## config.mk

```make
export PLATFORM = sky130hd
export DESIGN_NAME = remote_param_port
export DESIGN_NICKNAME = d
export VERILOG_FILES = /design/src/pkg/remote_port_pkg.sv /design/src/pkg/word_stream_if.sv /design/src/core/remote_param_port.sv /design/src/core/word_buffer.sv
export VERILOG_INCLUDE_DIRS = /design/src /design/src/pkg
export SDC_FILE = /design/constraint.sdc
export NUM_CORES = 1
export LEC_CHECK = 0
export BUFFER_PORTS_ARGS = -buffer_cell sky130_fd_sc_hd__buf_2
export CAP_MARGIN = 15
export CELL_PAD_IN_SITES_DETAIL_PLACEMENT = 0
export CELL_PAD_IN_SITES_GLOBAL_PLACEMENT = 1
export CORE_ASPECT_RATIO = 0.9
export CORE_UTILIZATION = 49
export DETAILED_ROUTE_END_ITERATION = 12
export PLACE_DENSITY = 0.89
export RECOVER_POWER = 25
export SLEW_MARGIN = 20
export SYNTH_ARGS = -nofsm -noshare
export SYNTH_HDL_FRONTEND = slang
export SYNTH_SLANG_ARGS = --single-unit
export TNS_END_PERCENT = 30
```

## constraint.sdc

```tcl
create_clock -name clk -period 4.92 [get_ports clk]
set_input_delay 0.492 -clock clk [delete_from_list [all_inputs] [get_ports clk]]
set_output_delay 0.492 -clock clk [all_outputs]
set_load 0.01 [all_outputs]
```

## src/pkg/remote_port_consts.svh

```systemverilog
`ifndef REMOTE_PORT_CONSTS_SVH
`define REMOTE_PORT_CONSTS_SVH

// ----------------------------------------
// Parameter register map
// ----------------------------------------
`define RP_NUM_REGS 8
`define RP_REG_RESET 8'h00
`define RP_REG_MODE 3'h1
`define RP_REG_FREQ_HI 3'h2
`define RP_REG_FREQ_MID 3'h3
`define RP_REG_FREQ_LO 3'h4
`define RP_REG_BW_DET 3'h5
`define RP_REG_RF_GAIN 3'h7

// ----------------------------------------
// Field positions and codes
// ----------------------------------------
`define RP_REMOTE_BIT 7
`define RP_SIGN_BIT 4
`define RP_GAIN_HI 3
`define RP_GAIN_LO 2
`define RP_TENS_HI 1
`define RP_BW_HI 7
`define RP_BW_LO 5
`define RP_DET_HI 4
`define RP_DET_AM 5'h1D
`define RP_HDR_MARK 2'h3
`define RP_HDR_GUARD_BIT 6

// ----------------------------------------
// Bus addressing and monitor sequence
// ----------------------------------------
`define RP_LISTEN_GRP 3'h1
`define RP_TALK_GRP 3'h2
`define RP_UNLISTEN 8'h3F
`define RP_UNTALK 8'h5F
`define RP_HDR_SLOT 4'h0
`define RP_LAST_SLOT 4'h8
`define RP_SLOT_STEP 4'h1

// ----------------------------------------
// Pin synchroniser layout
// ----------------------------------------
`define RP_PIN_W 16
`define RP_PIN_IDLE 16'h7FFF
`define RP_PIN_DAV 8
`define RP_PIN_NRFD 9
`define RP_PIN_NDAC 10
`define RP_PIN_ATN 11
`define RP_PIN_REN 12
`define RP_PIN_IFC 13
`define RP_PIN_EOI 14
`define RP_PIN_REMOTE 15
`define RP_BUF_DEPTH 2

`endif

```

## src/pkg/remote_port_pkg.sv

```systemverilog
package remote_port_pkg;

    typedef logic [7:0] byte_type;

    typedef struct packed {
        logic eoi;
        logic cmd;
        byte_type value;
    } bus_word_type;

    typedef enum logic [1:0] {
        AC_IDLE = 2'b00,
        AC_READY = 2'b01,
        AC_TAKEN = 2'b10
    } accept_state_type;

    typedef enum logic [1:0] {
        PS_ADDR = 2'b00,
        PS_DATA = 2'b01,
        PS_APPLY = 2'b10
    } parse_state_type;

    typedef enum logic [1:0] {
        TK_IDLE = 2'b00,
        TK_SETUP = 2'b01,
        TK_VALID = 2'b10,
        TK_RELEASE = 2'b11
    } talk_state_type;

endpackage : remote_port_pkg

```

## src/pkg/word_stream_if.sv

```systemverilog
`timescale 1ns/10ps
interface word_stream_if;
    import remote_port_pkg::*;
    bus_word_type word;
    logic valid;
    logic ready;
    modport source (output word, output valid, input ready);
    modport sink (input word, input valid, output ready);
endinterface : word_stream_if

```

## src/core/remote_param_port.sv

```systemverilog
`timescale 1ns/10ps
`include "remote_port_consts.svh"
// What this block does
// Attention low marks bytes as address words; high marks parameter data words.
// Controller drives remote enable and interface clear, both active low.
// Receiver raises service request when it needs controller attention.
// Transmitting party marks the final byte of a sequence with end-or-identify.
// Whole receiver state is 64 bits held in eight 8-bit registers.
// Command mode: receiver address first, then register address before each data word.
// Monitor mode sends address header then every data byte in ascending order.
// Header holds address in low five bits, bits 7 and 6 set.
// Data words never have both top bits set, staying below 192.
// Monitor resumes at the slot where the previous monitor transfer stopped.
// Register 1 holds remote flag, oscillator sign, gain mode, tens-of-MHz low bits.
// Gain codes fast 128, manual 132, slow 136; negative sign adds bit 4.
// Register 1 value 10000101 means remote, manual gain, tens digit 1.
// Register 1 bit 7 shows remote; bus writes cannot change it.
// Registers 2, 3, 4 hold packed BCD frequency digit pairs.
// More significant BCD digit sits in the upper nibble.
// Register 5 holds bandwidth in upper three bits, detection in lower five.
// Detection and bandwidth codes follow the fixed code table.
// Register 7 takes RF gain as an unsigned byte, 0 to 255.
// Oscillator sign is ignored when the detection mode is AM.
// Controller may write pairs in any order and omit unchanged registers.
// Controller addresses receivers with a binary address from 0 to 30.
// Unwritten registers keep contents; a write lands after its handshake completes.
module remote_param_port (
    // Clock, reset and enable
    input wire logic clk,
    input wire logic sys_rst,
    input wire logic clkEn,
    // Address strap and front panel
    input wire logic [4:0] busAddress,
    input wire logic remoteButton,
    // Data lines, negative logic
    input wire remote_port_pkg::byte_type dioInN,
    output remote_port_pkg::byte_type dioOutN,
    output logic dioOe,
    // Handshake lines
    input wire logic davInN,
    output logic davOutN,
    output logic davOe,
    input wire logic nrfdInN,
    output logic nrfdOutN,
    output logic nrfdOe,
    input wire logic ndacInN,
    output logic ndacOutN,
    output logic ndacOe,
    // Management lines
    input wire logic atnN,
    input wire logic renN,
    input wire logic ifcN,
    input wire logic eoiInN,
    output logic eoiOutN,
    output logic eoiOe,
    output logic srqOutN,
    output logic srqOe,
    // Receiver controls
    output logic remoteFlag,
    output logic beatOscSign,
    output logic [1:0] gainMode,
    output logic [1:0] freqTens,
    output logic [23:0] freqDigits,
    output logic [2:0] bandwidthCode,
    output logic [4:0] detectionMode,
    output logic [7:0] rfGain,
    output logic paramUpdate
);
    import remote_port_pkg::*;

    localparam logic [`RP_PIN_W-1:0] PIN_IDLE = `RP_PIN_IDLE;

    // ----------------------------------------
    // Pin synchronisers
    // ----------------------------------------
    logic [`RP_PIN_W-1:0] pinRaw, pinClean;

    assign pinRaw = {remoteButton, eoiInN, ifcN, renN, atnN, ndacInN, nrfdInN, davInN, dioInN};

    // A change is taken only once the last two stages agree
    generate
        for (genvar i = 0; i < `RP_PIN_W; i++) begin : g_sync
            logic stage1, stage2, stage3, held, next_held;
            always_comb begin
                next_held = (stage2 == stage3) ? stage3 : held;
            end
            always_ff @(posedge clk) begin
                if (sys_rst) begin
                    stage1 <= PIN_IDLE[i];
                    stage2 <= PIN_IDLE[i];
                    stage3 <= PIN_IDLE[i];
                    held <= PIN_IDLE[i];
                end else if (clkEn) begin
                    stage1 <= pinRaw[i];
                    stage2 <= stage1;
                    stage3 <= stage2;
                    held <= next_held;
                end
            end
            assign pinClean[i] = held;
        end
    endgenerate

    byte_type busByte;
    logic davAct, nrfdHigh, ndacHigh, atnAct, renAct, ifcAct, eoiAct, remoteSel;

    assign busByte = ~pinClean[7:0];
    assign davAct = ~pinClean[`RP_PIN_DAV];
    assign nrfdHigh = pinClean[`RP_PIN_NRFD];
    assign ndacHigh = pinClean[`RP_PIN_NDAC];
    assign atnAct = ~pinClean[`RP_PIN_ATN];
    assign renAct = ~pinClean[`RP_PIN_REN];
    assign ifcAct = ~pinClean[`RP_PIN_IFC];
    assign eoiAct = ~pinClean[`RP_PIN_EOI];
    assign remoteSel = pinClean[`RP_PIN_REMOTE];

    // Address strap is caught while reset is held
    logic [4:0] myAddr;
    always_ff @(posedge clk) begin
        if (sys_rst) begin
            myAddr <= busAddress;
        end
    end

    // ----------------------------------------
    // Byte acceptor and buffer
    // ----------------------------------------
    word_stream_if toBuf ();
    word_stream_if fromBuf ();

    word_buffer #(.DEPTH(`RP_BUF_DEPTH)) u_buffer (
        .clk(clk),
        .sys_rst(sys_rst),
        .clkEn(clkEn),
        .fill(toBuf.sink),
        .drain(fromBuf.source)
    );

    accept_state_type acState, next_acState;
    logic listenAddr, next_listenAddr, talkAddr, next_talkAddr;
    logic participating, next_nrfdOe, next_ndacOe;

    // Address bytes are always taken; data bytes only while listening
    assign participating = atnAct || (listenAddr && !talkAddr);

    always_comb begin
        next_acState = acState;
        toBuf.valid = 1'b0;
        toBuf.word = '{eoi: eoiAct, cmd: atnAct, value: busByte};
        unique case (acState)
            AC_IDLE: begin
                if (participating) begin
                    next_acState = AC_READY;
                end
            end
            AC_READY: begin
                if (!participating) begin
                    next_acState = AC_IDLE;
                end else if (davAct) begin
                    toBuf.valid = 1'b1;
                    if (toBuf.ready) begin
                        next_acState = AC_TAKEN;
                    end
                end
            end
            AC_TAKEN: begin
                if (!davAct) begin
                    next_acState = AC_READY;
                end
            end
            default: begin
                next_acState = AC_IDLE;
            end
        endcase
        if (ifcAct) begin
            next_acState = AC_IDLE;
        end
        // Holding not-ready while the buffer is full is what stalls the controller
        next_nrfdOe = (next_acState == AC_TAKEN) || (next_acState == AC_READY && !toBuf.ready);
        next_ndacOe = (next_acState == AC_READY);
    end

    always_ff @(posedge clk) begin
        if (sys_rst) begin
            acState <= AC_IDLE;
            nrfdOe <= 1'b0;
            ndacOe <= 1'b0;
            nrfdOutN <= 1'b0;
            ndacOutN <= 1'b0;
        end else if (clkEn) begin
            acState <= next_acState;
            nrfdOe <= next_nrfdOe;
            ndacOe <= next_ndacOe;
        end
    end

    // ----------------------------------------
    // Command interpreter and parameter registers
    // ----------------------------------------
    parse_state_type psState, next_psState;
    logic [2:0] regSel, next_regSel;
    byte_type dataHold, next_dataHold;
    byte_type regFile [`RP_NUM_REGS];
    byte_type next_regFile [`RP_NUM_REGS];
    byte_type cmdByte;
    logic next_paramUpdate;

    assign fromBuf.ready = (psState != PS_APPLY);
    assign cmdByte = fromBuf.word.value;

    always_comb begin
        next_psState = psState;
        next_regSel = regSel;
        next_dataHold = dataHold;
        next_regFile = regFile;
        next_listenAddr = listenAddr;
        next_talkAddr = talkAddr;
        next_paramUpdate = 1'b0;
        if (fromBuf.valid && fromBuf.ready) begin
            if (fromBuf.word.cmd) begin
                next_psState = PS_ADDR;
                if (cmdByte == `RP_UNLISTEN) begin
                    next_listenAddr = 1'b0;
                end else if (cmdByte == `RP_UNTALK) begin
                    next_talkAddr = 1'b0;
                end else if (cmdByte[7:5] == `RP_LISTEN_GRP && cmdByte[4:0] == myAddr) begin
                    next_listenAddr = 1'b1;
                end else if (cmdByte[7:5] == `RP_TALK_GRP) begin
                    // Another unit's talk address silences this one
                    next_talkAddr = (cmdByte[4:0] == myAddr);
                end
            end else if (psState == PS_ADDR) begin
                // A register address marked as final has no data and is dropped
                if (!fromBuf.word.eoi) begin
                    next_regSel = cmdByte[2:0];
                    next_psState = PS_DATA;
                end
            end else begin
                next_dataHold = cmdByte;
                next_psState = PS_APPLY;
            end
        end
        // Write waits for the controller to drop data valid
        if (psState == PS_APPLY && acState != AC_TAKEN) begin
            next_psState = PS_ADDR;
            if (renAct) begin
                next_regFile[regSel] = dataHold;
                next_paramUpdate = 1'b1;
            end
        end
        next_regFile[`RP_REG_MODE][`RP_REMOTE_BIT] = remoteSel;
        if (ifcAct) begin
            next_listenAddr = 1'b0;
            next_talkAddr = 1'b0;
            next_psState = PS_ADDR;
        end
    end

    always_ff @(posedge clk) begin
        if (sys_rst) begin
            psState <= PS_ADDR;
            regSel <= '0;
            dataHold <= `RP_REG_RESET;
            listenAddr <= 1'b0;
            talkAddr <= 1'b0;
            paramUpdate <= 1'b0;
            for (int k = 0; k < `RP_NUM_REGS; k++) begin
                regFile[k] <= `RP_REG_RESET;
            end
        end else if (clkEn) begin
            psState <= next_psState;
            regSel <= next_regSel;
            dataHold <= next_dataHold;
            listenAddr <= next_listenAddr;
            talkAddr <= next_talkAddr;
            paramUpdate <= next_paramUpdate;
            regFile <= next_regFile;
        end
    end

    // ----------------------------------------
    // Decoded receiver controls
    // ----------------------------------------
    byte_type modeReg, bwReg;
    logic next_beatOscSign;

    assign modeReg = next_regFile[`RP_REG_MODE];
    assign bwReg = next_regFile[`RP_REG_BW_DET];

    always_comb begin
        // Oscillator sign has no meaning in AM and is forced positive there
        next_beatOscSign = modeReg[`RP_SIGN_BIT] && (bwReg[`RP_DET_HI:0] != `RP_DET_AM);
    end

    always_ff @(posedge clk) begin
        if (sys_rst) begin
            remoteFlag <= 1'b0;
            beatOscSign <= 1'b0;
            gainMode <= '0;
            freqTens <= '0;
            freqDigits <= '0;
            bandwidthCode <= '0;
            detectionMode <= '0;
            rfGain <= '0;
        end else if (clkEn) begin
            remoteFlag <= modeReg[`RP_REMOTE_BIT];
            beatOscSign <= next_beatOscSign;
            gainMode <= modeReg[`RP_GAIN_HI:`RP_GAIN_LO];
            freqTens <= modeReg[`RP_TENS_HI:0];
            freqDigits <= {next_regFile[`RP_REG_FREQ_HI], next_regFile[`RP_REG_FREQ_MID],
                           next_regFile[`RP_REG_FREQ_LO]};
            bandwidthCode <= bwReg[`RP_BW_HI:`RP_BW_LO];
            detectionMode <= bwReg[`RP_DET_HI:0];
            rfGain <= next_regFile[`RP_REG_RF_GAIN];
        end
    end

    // ----------------------------------------
    // Monitor talker and service request
    // ----------------------------------------
    talk_state_type tkState, next_tkState;
    logic [3:0] monPtr, next_monPtr;
    byte_type next_dioOutN, monByte;
    logic next_dioOe, next_davOe, next_eoiOe;
    logic talkActive, remotePrev, srqPend, next_srqPend;

    assign talkActive = talkAddr && !atnAct && !ifcAct;

    // Clearing bit 6 keeps any data word apart from the header
    function automatic byte_type guardData(input byte_type v);
        byte_type g;
        g = v;
        if (v[7:6] == `RP_HDR_MARK) begin
            g[`RP_HDR_GUARD_BIT] = 1'b0;
        end
        return g;
    endfunction : guardData

    always_comb begin
        if (monPtr == `RP_HDR_SLOT) begin
            monByte = {`RP_HDR_MARK, 1'b0, myAddr};
        end else begin
            monByte = guardData(regFile[3'(monPtr - `RP_SLOT_STEP)]);
        end
        next_tkState = tkState;
        next_monPtr = monPtr;
        next_dioOutN = dioOutN;
        next_dioOe = dioOe;
        next_davOe = davOe;
        next_eoiOe = eoiOe;
        next_srqPend = srqPend;
        unique case (tkState)
            TK_IDLE: begin
                if (talkActive) begin
                    next_dioOutN = ~monByte;
                    next_dioOe = 1'b1;
                    next_eoiOe = (monPtr == `RP_LAST_SLOT);
                    next_tkState = TK_SETUP;
                end
            end
            TK_SETUP: begin
                if (nrfdHigh) begin
                    next_davOe = 1'b1;
                    next_tkState = TK_VALID;
                end
            end
            TK_VALID: begin
                if (ndacHigh) begin
                    next_davOe = 1'b0;
                    next_monPtr = (monPtr == `RP_LAST_SLOT) ? `RP_HDR_SLOT : 4'(monPtr + `RP_SLOT_STEP);
                    next_tkState = TK_RELEASE;
                    if (monPtr == `RP_HDR_SLOT) begin
                        next_srqPend = 1'b0;
                    end
                end
            end
            TK_RELEASE: begin
                next_dioOe = 1'b0;
                next_eoiOe = 1'b0;
                if (!ndacHigh || !talkActive) begin
                    next_tkState = TK_IDLE;
                end
            end
        endcase
        // An interrupted byte is not counted, so the next transfer resumes there
        if (!talkActive && tkState != TK_IDLE) begin
            next_tkState = TK_IDLE;
            next_dioOe = 1'b0;
            next_davOe = 1'b0;
            next_eoiOe = 1'b0;
        end
        // A new front-panel change wins over a clear in the same cycle
        if (remoteSel != remotePrev) begin
            next_srqPend = 1'b1;
        end
    end

    always_ff @(posedge clk) begin
        if (sys_rst) begin
            tkState <= TK_IDLE;
            monPtr <= `RP_HDR_SLOT;
            dioOutN <= '1;
            dioOe <= 1'b0;
            davOe <= 1'b0;
            eoiOe <= 1'b0;
            srqPend <= 1'b0;
            remotePrev <= 1'b0;
            srqOe <= 1'b0;
            davOutN <= 1'b0;
            eoiOutN <= 1'b0;
            srqOutN <= 1'b0;
        end else if (clkEn) begin
            tkState <= next_tkState;
            monPtr <= next_monPtr;
            dioOutN <= next_dioOutN;
            dioOe <= next_dioOe;
            davOe <= next_davOe;
            eoiOe <= next_eoiOe;
            srqPend <= next_srqPend;
            remotePrev <= remoteSel;
            srqOe <= next_srqPend;
        end
    end

endmodule : remote_param_port

```

## src/core/word_buffer.sv

```systemverilog
`timescale 1ns/10ps
module word_buffer #(
    parameter int DEPTH = 2
) (
    // Clock, reset and enable
    input wire logic clk,
    input wire logic sys_rst,
    input wire logic clkEn,
    // Streams
    word_stream_if.sink fill,
    word_stream_if.source drain
);
    import remote_port_pkg::*;

    localparam int AW = (DEPTH > 1) ? $clog2(DEPTH) : 1;

    generate
        if (DEPTH < 2) begin : g_check
            $error("word_buffer needs at least two entries");
        end
    endgenerate

    bus_word_type mem [DEPTH];
    logic [AW-1:0] wrPtr, next_wrPtr, rdPtr, next_rdPtr;
    logic [AW:0] count, next_count;
    logic push, pop;

    assign fill.ready = (count != (AW+1)'(DEPTH));
    assign drain.valid = (count != '0);
    assign drain.word = mem[rdPtr];

    always_comb begin
        push = fill.valid && fill.ready;
        pop = drain.valid && drain.ready;
        next_wrPtr = wrPtr;
        next_rdPtr = rdPtr;
        next_count = count;
        if (push) begin
            next_wrPtr = (wrPtr == AW'(DEPTH - 1)) ? '0 : AW'(wrPtr + 1'b1);
        end
        if (pop) begin
            next_rdPtr = (rdPtr == AW'(DEPTH - 1)) ? '0 : AW'(rdPtr + 1'b1);
        end
        if (push && !pop) begin
            next_count = (AW+1)'(count + 1'b1);
        end else if (pop && !push) begin
            next_count = (AW+1)'(count - 1'b1);
        end
    end

    always_ff @(posedge clk) begin
        if (sys_rst) begin
            wrPtr <= '0;
            rdPtr <= '0;
            count <= '0;
        end else if (clkEn) begin
            wrPtr <= next_wrPtr;
            rdPtr <= next_rdPtr;
            count <= next_count;
        end
    end

    // Storage has no reset: an entry is only read after it was written
    always_ff @(posedge clk) begin
        if (clkEn && push) begin
            mem[wrPtr] <= fill.word;
        end
    end

endmodule : word_buffer

```

==> results.md, run 1 <==
* Die Area at between 15000 and 20000 um^2
* CORE AREA at between 15000 and 20000 um^2
* Metal2 WL at 8.37 mm
* Most common cell after layout, fill and taps aside: dfxtp_1
* Residual DRC at 0
* Hold EP: myAddr[2]$_DFFE_PP_
* Post-CTS Hold Fix Bufs at 0
* Pint at ~2.5 mW
* Final period demand of the worst path at ~2.7 ns
* Clock buffer count from CTS at 17
* Global Route Usage Sum at 21.3%
* CTS Sinks at about 200
* Clk pin slew, worst setup/hold paths at 0.07 ns
* # rows at 46
* Setup crit end kind: flip-flop
* Unique masters post-synth at 62
* WP buf/inv at 2
* RSZ-0062 raised after global routing: false
* Clock Power Share at 42.5%
* Routed Antenna Nets at 0
* Status: complete, but fails checks
* Avg Cell Area, Syn at 9.80 um^2
* Crit-path max cell delay at about 1.8 ns
* Final setup vio count at 0
* CP top delay family: buffers and inverters
* Post-synth top area cell: dfxtp_1
* CP startpoint: sys_rst
* Drt via density at between 5 and 6
* Switching Fraction at 23.7%
* Initial Util at 50.2%
* Total number of vias at about 6300
* XOR/XNOR Fraction of Synth Area at between 1 and 1.5%
* R2R depth at 5
* Post-detail-place hpwl at 12.7 mm
* Largest family of logic cells by synthesized area: simple AND/OR/NAND/NOR gates
* Fin crit share at between 50% and 60%
* Number of antenna diodes at 0
* Largest net degree at the start of global routing at roughly 130
* Crit Path Category: in -> reg
* Worst Path Required at 5.22 ns
* TritonCTS clock tree: yes
* Die Wd at around 140 um
* Initial DRC count at between 500 and 600
* Pwr per Cell Area at between 300 and 400 nW/um^2
* Reg2reg end: dioOutN[7]$_SDFFE_PP1P_
* Slew margin rel. at -67.7%
* Gate power share at 4.9%
* # nets final at around 940
* Post-synth ARST share at 0%
* Post-CTS sizing at 0
* Number of synthesized flops with an enable pin at 25
* Psw at ~0.77 mW
* Data arrival, critical path at just over 3 ns
* Area fraction in compound gates after synthesis at between 10% and 20%
* CP Max Fanout at around 130
* Final hold viol count at 0
* Sum of negative setup slack at 0 ns
* Worst-path cell chain: clkbuf_1, buf_12, nand4b_1, o41ai_1
* Hold path cells at 1
* Slowest CP cell: clkbuf_1
* DIE HEIGHT at about 130 um
* Gpl congestion at between 0.8 and 0.9
* Port bufs at 84
* Max-Cap Viols at 1
* R2R Setup Slk at about 2.2 ns
* Post-Syn Instances at 902
* Post-synthesis sequential area ratio at 47.5%
* Seq pwr share at 52.6%
* Total gr overflow at 0
* Mux cell area share after synthesis at around 13%
* Top Layer Used: met4
* Routed wire per std cell at around 17 um
* Routed WL at slightly below 20 mm
* Most frequent cells in the layout: dfxtp_1 (172), nor2_1 (89), a21oi_1 (82)
* Met3 WL at ~1.1 mm
* Root buf cell: clkbuf_16
* Post-CTS Setup Inserts at 0
* Peak Freq at 364 MHz
* Adder-cell area share of the yosys netlist at approximately 1.1%
* Clock Skews at between 0.009 and 0.01 ns
* Startpoint Class: input port
* Peak supply drop at roughly 0.27 mV
* Final Max Tran Viols at 53
* Finished Core Util at between 50% and 60%
* Failing checks: capacitance limit, slew limit
* Skew-Pair Late Insertion Delay at roughly 0.44 ns
* Synthesis-stage register bit count at approximately 200
* Worst hold-check path type: in -> reg
* Yosys warning count at 0
* Layout cells sized above 1 at between 10 and 15%
* First-pass DRT Iterations at 5
* LEAKAGE at around 3.7 nW
* Worst-Margin Slew at between 2 and 3 ns
* RR Startpoint: monPtr[0]$_SDFFE_PP0P_
* Antenna violations before repair at 1
* Wire length on met1 at 9.52 mm
* First-pass GRT wire length at 30.1 mm
* Synthesized area at ~8800 um^2
* Post-synth top area share at roughly two fifths
* Synth area leaders: dfxtp_1 (39%), edfxtp_1 (8.5%), mux2i_1 (7.6%), a21oi_1 (4.6%), buf_4 (4.2%)
* Top Ports at 90
* H-tree Lvls at 4
* Simple-Gate Fraction of Synth Area at between 10% and 20%
* Min-delay src: busAddress[2]
* Synthesis-to-layout area growth at 8.06%
* Number of global-route vias before repair at roughly 5700
* Clk buf depth at 2
* Top FF cell, synth: dfxtp_1
metrics by stage:
step	instances	power (mW)	hold slack, ns	setup slack [ns]	cell area, um^2
finish	1157	3.22	0.230	2.17	9550
global route	1157	3.33	0.214	1.99	9550
CTS	1157	3.26	0.212	2.19	9590
detailed placement	1125	1.89	0.444	2.20	9010
global placement	1125	1.89	0.440	2.27	9010
floorplan	906	1.85	0.430	2.24	8850
Yosys cell counts, types with 3 or more instances:
cell,instances
nand3_1,21
buf_4,50
a21oi_1,82
dfxtp_1,172
buf_1,9
mux2_2,7
o21ai_0,22
a22oi_1,3
buf_2,6
mux4_2,15
nand2b_1,24
inv_1,33
clkbuf_1,44
xnor2_1,3
mux2i_1,67
nand2_1,49
a221o_1,5
a211oi_1,6
a221oi_1,5
xor2_1,9
o31ai_1,3
o21bai_1,17
nor3_1,6
or3b_2,6
nor2_1,89
edfxtp_1,25
nand4_1,7
ha_1,8
a211o_1,31
nor3b_1,3
nor2b_1,35
and2_1,3
worst max-delay path by stage:
stage,to,slack (ns),cells past startpoint
after global routing,dioOutN[1]$_SDFFE_PP1P_,1.99,7
after floorplan,dioOutN[3]$_SDFFE_PP1P_,2.24,8
final,talkAddr$_SDFFE_PP0P_,2.17,4
after detailed placement,dioOutN[7]$_SDFFE_PP1P_,2.20,5
after global placement,dioOutN[3]$_SDFFE_PP1P_,2.27,5
after CTS,dioOutN[7]$_SDFFE_PP1P_,2.19,5
metal layers:
| metal | vias up | track usage (%) |
|---|---|---|
| met5 | - | 0 |
| met4 | 0 | 6.95 |
| met3 | 19 | 4.14 |
| met2 | 171 | 31.4 |
| met1 | 2979 | 31.1 |
| li1 | 3109 | - |
state kept, by name, summed over array words and instances, names as in the netlist, 2 cells and up, named ones only:
signal / cells
myAddr: 5
u_buffer.count: 2
dioOutN: 8
regSel: 3
g_sync.stage1: 16
monPtr: 4
g_sync.stage2: 16
freqDigits: 2
psState: 2
regFile: 54
tkState: 2
g_sync.held: 16
rfGain: 8
u_buffer.mem: 20
g_sync.stage3: 16
dataHold: 8
acState: 2
cells by family after synthesis:
logic type | Yosys count
compound gates | 188
xor+xnor | 12
fa+ha+maj | 8
buf+inv | 145
flops | 197
mux | 90
other cells | 1
simple gates | 261
area by class of cell:
class,count,area [um^2]
fill,1639,8060
sequential,197,4190
multi-input combinational,564,3900
timing repair buffer,90,443
clock buffer,18,439
tap,240,300
clock inverter,14,141
inverter,34,128
power groups by stage:
stage | clock [mW] | sequential, mW | combinational [mW]
detailed placement | 0 | 1.73 | 0.157
CTS | 1.40 | 1.70 | 0.158
global route | 1.45 | 1.70 | 0.178
floorplan | 0 | 1.72 | 0.138
global placement | 0 | 1.73 | 0.156
finish | 1.37 | 1.70 | 0.158
No activity file was read; power rests on OpenSTA's default activity.
==> run 2: changes to the inputs <==
--- a/config.mk
+++ b/config.mk
@@ -11,9 +11,9 @@
 export CELL_PAD_IN_SITES_DETAIL_PLACEMENT = 0
 export CELL_PAD_IN_SITES_GLOBAL_PLACEMENT = 1
 export CORE_ASPECT_RATIO = 0.9
-export CORE_UTILIZATION = 49
+export CORE_UTILIZATION = 46
 export DETAILED_ROUTE_END_ITERATION = 12
-export PLACE_DENSITY = 0.89
+export PLACE_DENSITY = 0.85
 export RECOVER_POWER = 25
 export SLEW_MARGIN = 20
 export SYNTH_ARGS = -nofsm -noshare
==> constraint.sdc (replaced) <==
create_clock -name clk -period 2.7 [get_ports clk]
set_input_delay 0.27 -clock clk [delete_from_list [all_inputs] [get_ports clk]]
set_output_delay 0.27 -clock clk [all_outputs]
set_load 0.01 [all_outputs]
==> run 2 against run 1 <==
Effect of this change: the flow now finishes without violations; critical path depth is 2 higher; worst setup slack worse by 1.7 ns; largest cell class unchanged; cell count is 1.8% higher; clock-buffer cell count stayed put; first-iteration DRC count is 4.6% lower.
==> results.md, run 2 (same netlist as run 1, synthesis figures left out) <==
* Layout cells sized above 1 at 18.2% (was 14.1%)
* Pwr Total at 5.80 mW (was 3.22 mW)
* Slew margin rel. at 11.5% (was -67.7%)
* Data arrival, critical path at 2.55 ns (was 3.04 ns)
* Largest reg by FF count: regFile (unchanged)
* Most Crowded Layer GR: met1 (was met2)
* Die Wd at 148 um (was 144 um)
* Gpl congestion at 0.813 (was 0.811)
* Post-CTS sizing at 0 (unchanged)
* Most frequent cells in the layout: dfxtp_1 (172), nor2_1 (89), a21oi_1 (82), buf_2 (82), mux2i_1 (67) (was dfxtp_1 (172), nor2_1 (89), a21oi_1 (82))
* Synthesis-to-layout area growth at 9.78% (was 8.06%)
* First-pass DRT Iterations at 6 (was 5)
* Worst Path Required at 2.98 ns (was 5.22 ns)
* Routed Antenna Nets at 0 (unchanged)
* Total gr overflow at 0 (unchanged)
* Psw at 1.38 mW (was 0.765 mW)
* Number of global-route vias before repair at 5830 (was 5677)
* Antenna violations before repair at 0 (was 1)
* RSZ-0062 raised after global routing: false (unchanged)
* Die Area at 19800 um^2 (was 18600 um^2)
* CORE AREA at 18600 um^2 (was 17600 um^2)
* Residual DRC at 0 (unchanged)
* Initial Util at 47.5% (was 50.2%)
* Final hold viol count at 0 (unchanged)
* Initial DRC count at 522 (was 547)
* Port bufs at 84 (unchanged)
* Pint at 4.42 mW (was 2.46 mW)
* Status: finished clean (was complete, but fails checks)
* TritonCTS clock tree: yes (unchanged)
* Finished Core Util at 52.2% (was 54.2%)
* Root buf cell: clkbuf_16 (unchanged)
* Met3 Use GR at 5.31% (was 4.14%)
* Crit Path Category: reg -> reg (was in -> reg)
* Met2 GRT Util at 29.0% (was 31.4%)
* Sum of negative setup slack at 0 ns (unchanged)
* First-pass GRT wire length at 31.0 mm (was 30.1 mm)
* Total number of vias at 6292 (was 6278)
* Placed cells at 1142 (was 1125)
* Skew-Pair Late Insertion Delay at 0.44 ns (about the same)
* Seq pwr share at 53.2% (was 52.6%)
* Most common cell after layout, fill and taps aside: dfxtp_1 (unchanged)
* Routed wire per std cell at 16.2 um (was 16.6 um)
* Startpoint Class: flip-flop (was input port)
* Switching Fraction at 23.8% (was 23.7%)
* Gate power share at 5.1% (was 4.9%)
* R2R Setup Slk at 0.43 ns (was 2.20 ns)
* Final cell count without fillers at 1178 (was 1157)
* DIE HEIGHT at 133 um (was 129 um)
* Number of antenna diodes at 0 (unchanged)
* # nets final at 952 (was 936)
* Clock Power Share at 41.7% (was 42.5%)
* Final period demand of the worst path at roughly 2.3 ns
* Clock Skews at 0.0113 ns (was 0.00971 ns)
* CP Max Fanout at 12 (was 126)
* Pwr per Cell Area at 598 nW/um^2 (was 338 nW/um^2)
* Post-CTS Setup Inserts at 0 (unchanged)
* Setup crit end kind: flip-flop (unchanged)
* GR Util met1 at 29.3% (was 31.1%)
* Worst-Margin Slew at 1.33 ns (was 2.52 ns)
* Final Max Tran Viols at 0 (was 53)
* Largest net degree at the start of global routing at 129 (was 127)
* Drt via density at 5.34 (was 5.43)
* Peak supply drop at 0.432 mV (was 0.270 mV)
* H-tree Lvls at 4 (unchanged)
* Worst hold-check path type: in -> reg (unchanged)
* Biggest regs: regFile: 54 flops, u_buffer.mem: 20 flops (unchanged)
* # rows at 47 (was 46)
* Global Route Usage Sum at 20.1% (was 21.3%)
* Top Ports at 90 (unchanged)
* Clock buffer count from CTS at 17 (unchanged)
* Fin crit share at 84.2%
* LEAKAGE at 3.92 nW (was 3.74 nW)
* Clk buf depth at 2 (unchanged)
* Max-Cap Viols at 0 (was 1)
* Number of flip-flops under the largest register name at 54 (unchanged)
* Peak Freq at approximately 440 MHz
* Final setup vio count at 0 (unchanged)
* CTS Sinks at 197 (unchanged)
* Routed WL at 19.0 mm (was 19.2 mm)
* Post-detail-place hpwl at 13.0 mm (was 12.7 mm)
* Clk pin slew, worst setup/hold paths at 0.08 ns (was 0.07 ns)
==> run 2: cell types whose count changed in the layout (fill, tap and decap cells not counted), moves of 2 or more <==
cell / before / now
buf_2: 53 / 82
clkbuf_1: 30 / 1
buf_4: 6 / 16
dlygate4sd3_1: 0 / 4
clkbuf_2: 0 / 2
==> run 2: metal layers <==
metal,routed length (um),part of all wire (%)
met1,9440,50
met2,8300,44
met3,1060,5.6
met4,232,1.2
met5,0,0
==> run 2: repair_timing <==
action | 4_1_cts | 5_1_grt
hold endpoints to repair | 3 | 1
hold buffers | 3 | 1
endpoints found under the setup margin | 0 | 0
==> run 2: final cells by class <==
class / instances / area, um^2
Clock buffer: 18 / 450
Clock inverter: 14 / 115
Fill cell: 1690 / 8880
Inverter: 34 / 128
Multi-Input combinational cell: 564 / 3900
Sequential cell: 197 / 4190
Tap cell: 245 / 307
Timing Repair Buffer: 106 / 604
==> run 2: critical path, stage by stage, from the launching register on <==
cell and delay, ns:
dfxtp_1 0.43, nand2b_1 0.27, or4_4 0.49, nor3b_1 0.40, buf_4 0.28, mux2i_1 0.20
nor2_1 0.06
==> run 2: worst paths after layout <==
kind / endpoint / depth (start not counted) / start
setup / recovery: regFile[46]$_SDFFE_PP0P_ / 6 / g_sync[12].held$_SDFFE_PP1P_
hold / removal: myAddr[4]$_DFFE_PP_ / 1 / busAddress[4]
setup reg to reg: regFile[46]$_SDFFE_PP0P_ / 6 / g_sync[12].held$_SDFFE_PP1P_
hold reg to reg: g_sync[10].stage3$_SDFFE_PP1P_ / 2 / g_sync[10].stage3$_SDFFE_PP1P_
==> run 2: power by group through the flow <==
stage	Combinational [mW]	Sequential, mW	Clock [mW]
detailed placement	0.294	3.16	0
CTS	0.299	3.09	2.48
floorplan	0.251	3.13	0
finish	0.295	3.09	2.42
global route	0.332	3.10	2.61
global placement	0.291	3.16	0
==> run 2: through the flow <==
stage                     setup WS, ns  instance area (um^2)  hold slack (ns)
after floorplan                 0.0229                  8850            0.369
after global placement           0.575                  9120            0.439
after detailed placement         0.518                  9120            0.443
after CTS                        0.502                  9710         0.000462
after global routing             0.268                  9700          0.00531
final                            0.427                  9700           0.0185
==> run 3: changes to the inputs <==
--- a/config.mk
+++ b/config.mk
@@ -11,9 +11,9 @@
 export CELL_PAD_IN_SITES_DETAIL_PLACEMENT = 0
 export CELL_PAD_IN_SITES_GLOBAL_PLACEMENT = 1
 export CORE_ASPECT_RATIO = 0.9
-export CORE_UTILIZATION = 46
+export CORE_UTILIZATION = 41
 export DETAILED_ROUTE_END_ITERATION = 12
-export PLACE_DENSITY = 0.85
+export PLACE_DENSITY = 0.8
 export RECOVER_POWER = 25
 export SLEW_MARGIN = 20
 export SYNTH_ARGS = -nofsm -noshare
==> constraint.sdc (replaced) <==
create_clock -name clk -period 2 [get_ports clk]
set_input_delay 0.2 -clock clk [delete_from_list [all_inputs] [get_ports clk]]
set_output_delay 0.2 -clock clk [all_outputs]
set_load 0.01 [all_outputs]
==> run 3 against run 2 <==
Effect of this change: register-to-register slack lost 0.38 ns; worst setup slack got worse by 0.38 ns; clock power is 34% higher; die area is 12% higher; clock-buffer cell count up 1; total power rose by 35%; critical path depth is 1 higher; worst hold slack better by 0.0072 ns; sequential power rose by 35%; maximum frequency grew 16%; wire length up 5.8%.
==> results.md, run 3 (same netlist as run 1, synthesis figures left out) <==
* Routed Antenna Nets at 0 (unchanged)
* Total number of vias at 6383 (was 6292)
* Post-layout instance area at 10200 um^2 (was 9700 um^2)
* Top Layer Used: met4 (unchanged)
* Fin crit share at 97.6% (was 84.2%)
* Peak supply drop at 0.472 mV (was 0.432 mV)
* Clock buffer count from CTS at 17 (unchanged)
* Pwr per Cell Area at 769 nW/um^2 (was 598 nW/um^2)
* Synthesis-to-layout area growth at 15.5% (was 9.78%)
* Register area at 4200 um^2 (was 4190 um^2)
* Root buf cell: clkbuf_16 (unchanged)
* Data arrival, critical path at 2.33 ns (was 2.55 ns)
* Layout cells sized above 1 at 20.8% (was 18.2%)
* Max-Cap Viols at 0 (unchanged)
* Final setup vio count at 0 (unchanged)
* Initial Util at 42.2% (was 47.5%)
* Finished Core Util at 48.7% (was 52.2%)
* Most frequent cells in the layout: dfxtp_1 (169), nor2_1 (89), a21oi_1 (82) (was dfxtp_1 (172), nor2_1 (89), a21oi_1 (82), buf_2 (82), mux2i_1 (67))
* Residual DRC at 0 (unchanged)
* Gpl congestion at 0.840 (was 0.813)
* Port bufs at 84 (unchanged)
* Worst hold-check path type: in -> reg (unchanged)
* Number of flip-flops under the largest register name at 54 (unchanged)
* # rows at 50 (was 47)
* Metal2 WL at 8.96 mm (was 8.30 mm)
* Skew-Pair Late Insertion Delay at 0.43 ns (was 0.44 ns)
* Routed wire per std cell at 16.0 um (was 16.2 um)
* First-pass GRT wire length at 32.5 mm (was 31.0 mm)
* CORE AREA at 21000 um^2 (was 18600 um^2)
* Biggest regs: regFile: 54 flops, u_buffer.mem: 20 flops (unchanged)
* Placed cells at 1208 (was 1142)
* Drt via density at 5.07 (was 5.34)
* CTS Sinks at 197 (unchanged)
* Startpoint Class: flip-flop (unchanged)
* Total gr overflow at 0 (unchanged)
* Status: finished clean (unchanged)
* LEAKAGE at 4.14 nW (was 3.92 nW)
* Final period demand of the worst path at 1.95 ns (was 2.27 ns)
* Post-detail-place hpwl at 13.9 mm (was 13.0 mm)
* Largest net degree at the start of global routing at 138 (was 129)
* Peak Freq at 512 MHz (was 440 MHz)
* Number of antenna diodes at 0 (unchanged)
* Final cell count without fillers at 1260 (was 1178)
* Worst Path Required at 2.38 ns (was 2.98 ns)
* Clock Skews at 0.0114 ns (was 0.0113 ns)
* CP Max Fanout at 5 (was 12)
* Pre-CTS WS at 0.0112 ns (was 0.518 ns)
* Antenna violations before repair at 0 (unchanged)
* Setup crit end kind: flip-flop (unchanged)
* DIE HEIGHT at 141 um (was 133 um)
* Fin worst setup slack at 0.0484 ns (was 0.427 ns)
* Routed WL at 20.1 mm (was 19.0 mm)
* Worst-Margin Slew at 1.33 ns (about the same)
* Number of global-route vias before repair at 6058 (was 5830)
* Most common cell after layout, fill and taps aside: dfxtp_1 (unchanged)
* Global Route Usage Sum at 19.0% (was 20.1%)
* Pwr Total at 7.85 mW (was 5.80 mW)
* Wire length on met1 at 10.1 mm (was 9.44 mm)
* Initial DRC count at 392 (was 522)
* # fillers at 1959 (was 1690)
* Die Wd at 157 um (was 148 um)
* RSZ-0062 raised after global routing: true (was false)
* Sum of negative setup slack at 0 ns (unchanged)
* Largest reg by FF count: regFile (unchanged)
* First-pass DRT Iterations at 5 (was 6)
* Crit Path Category: reg -> reg (unchanged)
* Met3 WL at 920 um (was 1.06 mm)
* Multi-input logic area at 3960 um^2 (was 3900 um^2)
* Top Ports at 90 (unchanged)
* Final hold viol count at 0 (unchanged)
* Clk pin slew, worst setup/hold paths at 0.07 ns (was 0.08 ns)
* # nets final at 993 (was 952)
* H-tree Lvls at 4 (unchanged)
* Die Area at 22100 um^2 (was 19800 um^2)
* Hold slack at 0.0257 ns (was 0.0185 ns)
* Clk buf depth at 2 (unchanged)
* TritonCTS clock tree: yes (unchanged)
* Slew margin rel. at 11.3% (was 11.5%)
* Final Max Tran Viols at 0 (unchanged)
* Placed cell areas at 9480 um^2 (was 9120 um^2)
[run 3: changes by cell type in the layout (fill, tap and decap cells not counted), moves of 3 or more]
cell           delta
buf_12            +5
buf_4            +18
clkinv_2          +3
dfxtp_1           -3
dfxtp_2           +3
dlygate4sd3_1    +16
[run 3: layout make-up]
class / instances / share of cell area (%)
inverters: 34 / 1.27
multi-input cells: 564 / 38.8
clock buffers: 19 / 4.45
flip-flops and latches: 197 / 41.1
repair buffers: 147 / 9.94
well taps: 286 / 3.50
clock inverters: 13 / 0.944
[run 3: final timing paths]
| check | startpoint | depth (start not counted) | endpoint | slack [ns] |
|---|---|---|---|---|
| worst max register to register | monPtr[1]$_SDFFE_PP0P_ | 7 | dioOutN[3]$_SDFFE_PP1P_ | 0.05 |
| worst min register to register | g_sync[1].stage1$_SDFFE_PP1P_ | 1 | g_sync[1].stage2$_SDFFE_PP1P_ | 0.45 |
| worst min-delay path | remoteButton | 3 | g_sync[15].stage1$_SDFFE_PP0P_ | 0.03 |
| worst max-delay path | monPtr[1]$_SDFFE_PP0P_ | 7 | dioOutN[3]$_SDFFE_PP1P_ | 0.05 |
[run 3: power by group]
group / leakage, nW / total, mW / internal [mW] / switching [mW]
Sequential: 1.63 / 4.16 / 4.09 / 0.0767
Combinational: 2.24 / 0.449 / 0.212 / 0.237
Clock: 0.272 / 3.24 / 1.69 / 1.55
[run 3: critical path, cell delays in order (launching register included)]
cell      delay (ns)
dfxtp_2         0.33
inv_2           0.07
ha_4            0.16
xor2_4          0.29
buf_6           0.16
mux4_2          0.49
a221oi_2        0.24
a221o_1         0.18
[run 3: timing repair]
item                                   CTS  global route
endpoints found under the hold margin   20             0
setup buffers                            0             0
setup endpoints to repair                1            12
hold buffers                            20             0
resized for setup                        1             4
pin swaps                                0             1
[run 3: routing by layer]
metal | track usage, % | up-vias
li1 | - | 3232
met1 | 27.6 | 3015
met2 | 28.6 | 122
met3 | 4.09 | 14
met4 | 4.80 | 0
met5 | 0 | -
